<file path="config.mk">
export PLATFORM = sky130hd
export DESIGN_NAME = flpc_control
export DESIGN_NICKNAME = d
export VERILOG_FILES = /design/src/common/flpc_pkg.sv /design/src/verilog/flpc_control.sv
export SDC_FILE = /design/constraint.sdc
export NUM_CORES = 1
export LEC_CHECK = 0
export ABC_AREA = 1
export BUFFER_PORTS_ARGS = -buffer_cell sky130_fd_sc_hd__buf_2
export CAP_MARGIN = 20
export CELL_PAD_IN_SITES_DETAIL_PLACEMENT = 2
export CELL_PAD_IN_SITES_GLOBAL_PLACEMENT = 2
export CORE_MARGIN = 2
export CORE_UTILIZATION = 30
export DETAILED_ROUTE_END_ITERATION = 16
export GPL_TIMING_DRIVEN = 1
export PLACE_DENSITY = 0.82
export SLEW_MARGIN = 20
export SYNTH_ARGS = -nofsm -noshare
export SYNTH_HDL_FRONTEND = slang
export SYNTH_SLANG_ARGS = --single-unit
</file>
<file path="constraint.sdc">
create_clock -name clock -period 1.4 [get_ports clock]
set_input_delay 0.21 -clock clock [delete_from_list [all_inputs] [get_ports clock]]
set_output_delay 0.21 -clock clock [all_outputs]
set_load 0.01 [all_outputs]
</file>
<file path="src/common/flpc_pkg.sv">
// ==========================================
// Constants for the fastlock and counter control block.
package flpc_pkg;
   localparam int WORD_W = 24;
   // Sixth configuration word fields.
   localparam int SLIP_HI = 23;
   localparam int SLIP_LO = 22;
   localparam int PUMP_HI = 21;
   localparam int PUMP_LO = 18;
   localparam int TOC_HI = 17;
   localparam int TOC_LO = 4;
   localparam int TOC_W = 14;
   // Seventh configuration word bits.
   localparam int QUARTER_BIT = 13;
   localparam int AUX_CLEAR_BIT = 7;
   localparam int MAIN_CLEAR_BIT = 6;
   localparam int AUX_FLOAT_BIT = 5;
   localparam int MAIN_FLOAT_BIT = 4;
   // Timeout codes with special meaning.
   localparam logic [13:0] TOC_FLOAT = 14'h0000;
   localparam logic [13:0] TOC_MANUAL = 14'h0001;
   localparam logic [13:0] TOC_LOW = 14'h0002;
   localparam logic [13:0] TOC_HIGH = 14'h0003;
   localparam logic [13:0] TOC_TIMED_MIN = 14'h0004;
   localparam int CNT_W = 15;
   localparam logic [14:0] CNT_ONE = 15'h0001;
   localparam logic [4:0] MULT_ONE = 5'h01;
   // Sample-rate reduction codes and divide ratios.
   localparam logic [1:0] SLIP_OFF = 2'h0;
   localparam logic [1:0] SLIP_HALF = 2'h1;
   localparam logic [1:0] SLIP_QUARTER = 2'h2;
   localparam logic [4:0] RATIO_1 = 5'h01;
   localparam logic [4:0] RATIO_2 = 5'h02;
   localparam logic [4:0] RATIO_4 = 5'h04;
   localparam logic [4:0] RATIO_16 = 5'h10;
   localparam logic [1:0] LD_DIV_LAST = 2'h3;
   typedef enum logic [1:0] {
      FLPC_IDLE = 2'b00,
      FLPC_TIMED = 2'b01,
      FLPC_MANUAL = 2'b10
   } flpc_state_e;
endpackage : flpc_pkg

</file>
<file path="src/verilog/flpc_control.sv">
`timescale 1ns/1ps
module flpc_control (
   input wire logic clock,
   input wire logic rstn,
   input wire logic power_up,
   input wire logic [23:0] fast_word,
   input wire logic fast_word_load,
   input wire logic [23:0] lock_detect_and_counter_control,
   input wire logic control_load,
   input wire logic freq_word_load,
   input wire logic main_compare,
   input wire logic aux_compare,
   output logic main_fast_output_pin,
   output logic main_fast_output_pin_oe,
   output logic fast_active,
   output logic [4:0] main_pump_mult,
   output logic [4:0] slip_ratio,
   output logic main_ld_compare,
   output logic aux_ld_compare,
   output logic main_counter_clear,
   output logic aux_counter_clear,
   output logic main_pump_float,
   output logic aux_pump_float
);
   // ==========================================
   // Stored fields.
   logic [1:0] slip_reduce_select;
   logic [3:0] main_fast_pump_current;
   logic [13:0] main_fast_timeout_code;
   logic lock_detect_quarter;
   logic main_clear_bit;
   logic aux_clear_bit;
   logic main_float_bit;
   logic aux_float_bit;
   logic power_up_q;
   logic [14:0] fast_count;
   logic [1:0] ld_div;
   flpc_pkg::flpc_state_e state;
   flpc_pkg::flpc_state_e next_state;
   logic [14:0] next_fast_count;

   function automatic logic [4:0] slip_factor(input logic [1:0] code);
      case (code)
         flpc_pkg::SLIP_OFF: slip_factor = flpc_pkg::RATIO_1;
         flpc_pkg::SLIP_HALF: slip_factor = flpc_pkg::RATIO_2;
         flpc_pkg::SLIP_QUARTER: slip_factor = flpc_pkg::RATIO_4;
         default: slip_factor = flpc_pkg::RATIO_16;
      endcase
   endfunction : slip_factor

   // ==========================================
   // Decoding.
   wire power_edge = power_up & ~power_up_q;
   wire timed_code = main_fast_timeout_code >= flpc_pkg::TOC_TIMED_MIN;
   wire manual_code = main_fast_timeout_code == flpc_pkg::TOC_MANUAL;
   wire [14:0] fast_len = {main_fast_timeout_code, 1'b0};
   wire in_fast = state != flpc_pkg::FLPC_IDLE;
   wire next_pin = (state == flpc_pkg::FLPC_TIMED) ? 1'b1 :
                   (main_fast_timeout_code == flpc_pkg::TOC_HIGH);
   wire next_oe = main_fast_timeout_code != flpc_pkg::TOC_FLOAT;
   wire [4:0] next_mult = {1'b0, main_fast_pump_current} + flpc_pkg::MULT_ONE;

   // ==========================================
   // Configuration capture.
   always_ff @(posedge clock or negedge rstn) begin
      if (!rstn) begin
         slip_reduce_select <= flpc_pkg::SLIP_OFF;
         main_fast_pump_current <= 4'h0;
         main_fast_timeout_code <= flpc_pkg::TOC_FLOAT;
      end else if (fast_word_load) begin
         slip_reduce_select <= fast_word[flpc_pkg::SLIP_HI:flpc_pkg::SLIP_LO];
         main_fast_pump_current <= fast_word[flpc_pkg::PUMP_HI:flpc_pkg::PUMP_LO];
         main_fast_timeout_code <= fast_word[flpc_pkg::TOC_HI:flpc_pkg::TOC_LO];
      end
   end

   always_ff @(posedge clock or negedge rstn) begin
      if (!rstn) begin
         lock_detect_quarter <= 1'b0;
         main_clear_bit <= 1'b0;
         aux_clear_bit <= 1'b0;
         main_float_bit <= 1'b0;
         aux_float_bit <= 1'b0;
      end else if (control_load) begin
         lock_detect_quarter <= lock_detect_and_counter_control[flpc_pkg::QUARTER_BIT];
         main_clear_bit <= lock_detect_and_counter_control[flpc_pkg::MAIN_CLEAR_BIT];
         aux_clear_bit <= lock_detect_and_counter_control[flpc_pkg::AUX_CLEAR_BIT];
         main_float_bit <= lock_detect_and_counter_control[flpc_pkg::MAIN_FLOAT_BIT];
         aux_float_bit <= lock_detect_and_counter_control[flpc_pkg::AUX_FLOAT_BIT];
      end
   end

   // ==========================================
   // Fastlock sequencing.
   always_comb begin
      next_state = state;
      next_fast_count = fast_count;
      if (fast_word_load || freq_word_load) begin
         next_state = flpc_pkg::FLPC_IDLE;
         next_fast_count = '0;
      end else begin
         case (state)
            flpc_pkg::FLPC_IDLE: begin
               if (manual_code) begin
                  next_state = flpc_pkg::FLPC_MANUAL;
               end
            end
            flpc_pkg::FLPC_MANUAL: begin
               if (!manual_code) begin
                  next_state = flpc_pkg::FLPC_IDLE;
               end
            end
            flpc_pkg::FLPC_TIMED: begin
               if (main_compare) begin
                  next_fast_count = fast_count - flpc_pkg::CNT_ONE;
                  if (fast_count == flpc_pkg::CNT_ONE) begin
                     next_state = flpc_pkg::FLPC_IDLE;
                  end
               end
            end
            default: next_state = flpc_pkg::FLPC_IDLE;
         endcase
      end
      if (freq_word_load && timed_code) begin
         next_state = flpc_pkg::FLPC_TIMED;
         next_fast_count = fast_len;
      end
   end

   always_ff @(posedge clock or negedge rstn) begin
      if (!rstn) begin
         state <= flpc_pkg::FLPC_IDLE;
         fast_count <= '0;
         power_up_q <= 1'b0;
         ld_div <= 2'h0;
      end else begin
         state <= next_state;
         fast_count <= next_fast_count;
         power_up_q <= power_up;
         if (main_compare) begin
            ld_div <= ld_div + 2'h1;
         end
      end
   end

   // ==========================================
   // Registered outputs.
   always_ff @(posedge clock or negedge rstn) begin
      if (!rstn) begin
         main_fast_output_pin <= 1'b0;
         main_fast_output_pin_oe <= 1'b0;
         fast_active <= 1'b0;
         main_pump_mult <= flpc_pkg::MULT_ONE;
         slip_ratio <= flpc_pkg::RATIO_1;
         main_ld_compare <= 1'b0;
         aux_ld_compare <= 1'b0;
         main_counter_clear <= 1'b1;
         aux_counter_clear <= 1'b1;
         main_pump_float <= 1'b1;
         aux_pump_float <= 1'b1;
      end else begin
         main_fast_output_pin <= next_pin;
         main_fast_output_pin_oe <= next_oe;
         fast_active <= in_fast;
         main_pump_mult <= in_fast ? next_mult : flpc_pkg::MULT_ONE;
         slip_ratio <= slip_factor(slip_reduce_select);
         main_ld_compare <= lock_detect_quarter ?
                            (main_compare && ld_div == flpc_pkg::LD_DIV_LAST) :
                            main_compare;
         aux_ld_compare <= aux_compare;
         main_counter_clear <= main_clear_bit | power_edge;
         aux_counter_clear <= aux_clear_bit | power_edge;
         main_pump_float <= main_clear_bit | main_float_bit | power_edge;
         aux_pump_float <= aux_clear_bit | aux_float_bit | power_edge;
      end
   end
endmodule : flpc_control

</file>
# [Word-level counts from Yosys, hierarchy flattened]
# Index checks and enable logic that the tools add are counted.
[totals] ff_bits=64 latchBits=0 mem_bits_rw=0 rom_bits=0 inputBits=56 word_cells=73 mem_count=0
[classes] n_addsub=3 mul=0 div=0 magnitude_cmp=1 eq_ne=12 n_shift=0 muxes=15 bitwise=8 n_reduce_logical=11
[ops] cell="$mux W15" count=4
[ops] cell="$eq A15 B1 Y1 const B" count=1
[ops] cell="$pmux W5 S3" count=1
[ops] cell="$sub A15 B1 Y15 const B" count=1
[ops] cell="$eq A14 B1 Y1 const B" count=1
[ops] cell="$eq A14 B2 Y1 const B" count=1
[ops] cell="$ge A14 B3 Y1 const B" count=1
[ops] cell="$reduce_bool A14 Y1" count=1
[ops] cell="$mux W2" count=6
[ops] cell="$ne A4 B4 Y1 const B" count=2
[ops] cell="$eq A2 B2 Y1 const B" count=3
[ops] cell="$or A1 B1 Y1" count=6
[ops] cell="$pmux W2 S3" count=1
[ops] cell="$reduce_bool A3 Y1" count=2
[ops] cell="$add A4 B1 Y5 const B" count=1
[ops] cell="$mux W5" count=1
[ops] cell="$eq A2 B1 Y1 const B" count=2
[ops] cell="$logic_not A2 Y1" count=2
[ops] cell="$ne A4 B1 Y1 const B" count=1
[ops] cell="$ne A4 B2 Y1 const B" count=1
[ops] cell="$reduce_and A4 Y1" count=1
[ops] cell="$add A2 B1 Y2 const B" count=1
[ops] cell="$logic_and A1 B1 Y1" count=2
[ops] cell="$mux W1" count=2
[ops] cell="other kinds (5)" count=5

# [Longest topological paths before layout]
[logic_depth] depth_word=6 depth_mapped=9 depth_no_buf=8

# [Least setup slack after synthesis]
# OpenSTA, ideal clock, no wires.
[synth_path] kind="reg2reg" startpoint="register fast_count[0]" endpoint="register fast_count[10]" setup_time_ns=0.065 t_arrival_ns=1.193 path_slack_ns=0.142 stages_incl_launch_ff=9 path_cell_list="dfrtp_1 > inv_1 > ha_1 > nand2_2 > nor3_2 > nand3_1 > o21ai_1 > nand2_1 > nand2_1"
[synth_via] elab_chain_len=5
[synth_rtl] item="start: declaration" line="flpc_control.sv:36" text="logic [14:0] fast_count;"
[synth_rtl] item="start signal: assignment" line="flpc_control.sv:138" text="fast_count <= next_fast_count;"
[synth_rtl] item="$sub A15 B1 Y15" line="flpc_control.sv:115" text="next_fast_count = fast_count - flpc_pkg::CNT_ONE;"
[synth_rtl] item="$mux W15" line="flpc_control.sv:114" text="if (main_compare) begin"
[synth_rtl] item="$mux W15" line="flpc_control.sv:102" text="case (state)"
[synth_rtl] item="$mux W15" line="flpc_control.sv:98" text="if (fast_word_load || freq_word_load) begin"
[synth_rtl] item="$mux W15" line="flpc_control.sv:124" text="if (freq_word_load && timed_code) begin"
# No other way between the ends. The select of a mux whose other input is x is not followed.
# A chain may end at the register's enable or synchronous reset.

# [Worst setup path in the final report]
[layout_path] startpoint="register fast_count[2]" endpoint="register fast_count[12]"
# The elaborated chain is that of the path after synthesis.

==> results.yml <==
status:
  status: "finished with violations"
  violations: "negative setup slack"
placement:
  gp_congestion: 0.723
  place_inst: 543
  port_buffers: 50
  dp_hpwl_mm: 6.38
yosys:
  synth.area.top_cells: "dfrtp_1, nand2_1, nor2_1"
  synth_top_area_share_pct: 48.4
  synth_common_cells: "nand2_1, dfrtp_1, nor2_1, inv_1, nand3_1"
  netlist_area_um2: 2940
  synth_flop_cell: "dfrtp_1"
  yosysSeqAreaShare_pct: 53.8
  synth_edf_count: 0
  ys_types: 31
  syn_nets: 410
  synth.most_common_cell: "nand2_1"
  yosys_warnings: 0
  syn_inst: 350
  async_flop_share_pct: 100
  synth_area_leader_cell: "dfrtp_1"
  syn_avg_cell_area_um2: 8.41
  ys_seq_elements: 63
cts:
  htreeDepth: 3
  tritoncts: "yes"
  cts-root-buf: "clkbuf_8"
  cts_buffers: 9
  clock_path_buffers: 2
  clkSlewWorstSetupHoldPaths_ns: 0.08
  clock_latency_ns: 0.37
  clock-sinks: 63
floorplanning:
  start_util_pct: 30.5
  die_area_um2: 10600
  die_y_um: 103
  dieWidth_um: 103
  rows: 36
  io_pins: 75
  core-area_um2: 9640
timing:
  finalMaxSlewViolations: 0
  timing.final.hold_violations: 0
  rsz0062_at_grt: "yes"
  fin_crit_ns: 1.50
  hold_slack_ns: 0.0508
  clock-skew-final_ns: 0.0127
  setup_viol: 8
  fmax_ghz: 0.666
  fin_crit_sh_pct: 107
  fin_ws_ns: -0.102
drt:
  firstDrtPassIters: 4
  met1Wirelength_mm: 5.14
  drc: 0
  antenna_violating_nets_post_route: 0
  routed.top_layer: "met4"
  via_per_inst: 4.88
  avgRoutedWirePerCell_um: 20.8
  wl_mm: 11.9
  dr_total_vias: 2794
  wl_met3_um: 323
  wl_met2_mm: 6.24
  drtIter0Drc: 137
finish:
  fin_cells: 573
  n_antenna_cell: 0
  utilization_pct: 41.7
  drive_gt1_share_pct: 36.1
  area_growth_pct: 36.5
  layout.nets: 495
worst_setup_path:
  critPathLaunchType: "flip-flop"
  crit_fanout: 5
  crit_required_ns: 1.71
  crit_type: "reg2reg"
  arrival_ns: 1.81
  rrSetupSlack_ns: -0.10
  end_kind: "flip-flop"
power_and_ir_drop:
  powerDensity_nw_per_um2: 1290
  p_leak_uw: 0.00199
  ir_worst_vdd_v: 0.000734
  total_power_uw: 5200
min_path:
  worstHoldPathType: "in2reg"
global_routing:
  antenna_found_initial: 0
  grt_first_pass_wirelength_mm: 16.4
  overflow: 0
  grt_max_degree: 64
  grt_pass1_vias: 2997
  track_usage_pct: 20.9
flow_run:
  max_cap_violations: 0
[state kept, by name, indices dropped and copies added, names as in the netlist, 2 cells and up]
signal / cells
main_pump_mult: 5
slip_ratio: 4
state: 2
main_fast_timeout_code: 14
ld_div: 2
slip_reduce_select: 2
main_fast_pump_current: 4
fast_count: 15
[metrics by stage]
stage	instance area [um^2]	setup WS (ns)	TNS (ns)
floorplan	2940	0.142	0
global placement	3480	0.0182	0
detailed placement	3480	-0.0730	-0.264
CTS	3810	-0.0154	-0.0438
global route	4020	-0.187	-1.62
finish	4020	-0.102	-0.432
[report_power, final]
part	switching (uW)	internal, uW
logic	669	404
clock network	820	1100
registers	181	2030
[cells by family after synthesis]
logic type	share of synthesized area, %
xor+xnor	0.298
fa+ha+maj	1.70
buf+inv	7.27
compound gates	8.03
simple gates	28.8
flops	53.8
other cells	0.127
[cell usage in the layout, fill, tap and decap left out, types with 2 or more instances in the layout]
master / n
buf_12: 2
inv_1: 35
dfrtp_1: 52
ha_1: 3
nor2_4: 11
a31oi_2: 3
o21ai_0: 21
nand3_2: 5
nand4_1: 3
nand2_4: 4
nor2_1: 33
dlygate4sd3_1: 3
bufinv_16: 2
o211ai_1: 2
nand3_1: 27
dfstp_2: 6
nor2_8: 2
o21ai_1: 5
inv_2: 6
clkbuf_8: 11
nor2_2: 7
a21oi_1: 6
nand2_1: 82
clkbuf_1: 2
buf_6: 5
buf_2: 50
nand2_2: 8
nor3_1: 2
a21oi_2: 2
buf_4: 24
dfrtp_2: 5
[worst paths after layout]
path | start | to | depth (start not counted)
setup / recovery | fast_count[2] | fast_count[12] | 8
min in group asynchronous | rstn | slip_ratio[2] | 3
hold / removal | fast_word[20] | main_fast_pump_current[2] | 3
hold reg to reg | slip_reduce_select[0] | slip_ratio[0] | 1
setup reg to reg | fast_count[2] | fast_count[12] | 8
max in group asynchronous | rstn | aux_counter_clear | 3
[worst max-delay path, cell delays in order (launching register included)]
cell     delay, ns
dfrtp_2       0.46
buf_6         0.14
nor2_4        0.15
nand2_8       0.09
nor3_4        0.17
nand3_1       0.12
o21ai_1       0.13
nand2_1       0.10
nand2_1       0.06
[metal layers]
metal / up-vias / GRT usage (%)
met2: 47 / 36.1
met1: 1457 / 25.4
met5: - / 0
met4: 0 / 9.21
li1: 1273 / -
met3: 17 / 4.00
[repair_timing]
action	4_1_cts	5_1_grt
setup buffers	2	9
gates resized for setup	22	38
pin swaps	9	18
hold buffers	3	0
endpoints found under the setup margin	14	17
endpoints found under the hold margin	59	0
[cell type report]
cell class,count,area (um^2)
Fill cell,1121,5620
Timing Repair Buffer,84,557
Clock inverter,3,65.1
Clock buffer,13,159
Multi-Input combinational cell,236,1330
Tap cell,133,166
Sequential cell,63,1590
Inverter,41,154
No activity file was read; power rests on OpenSTA's default activity.
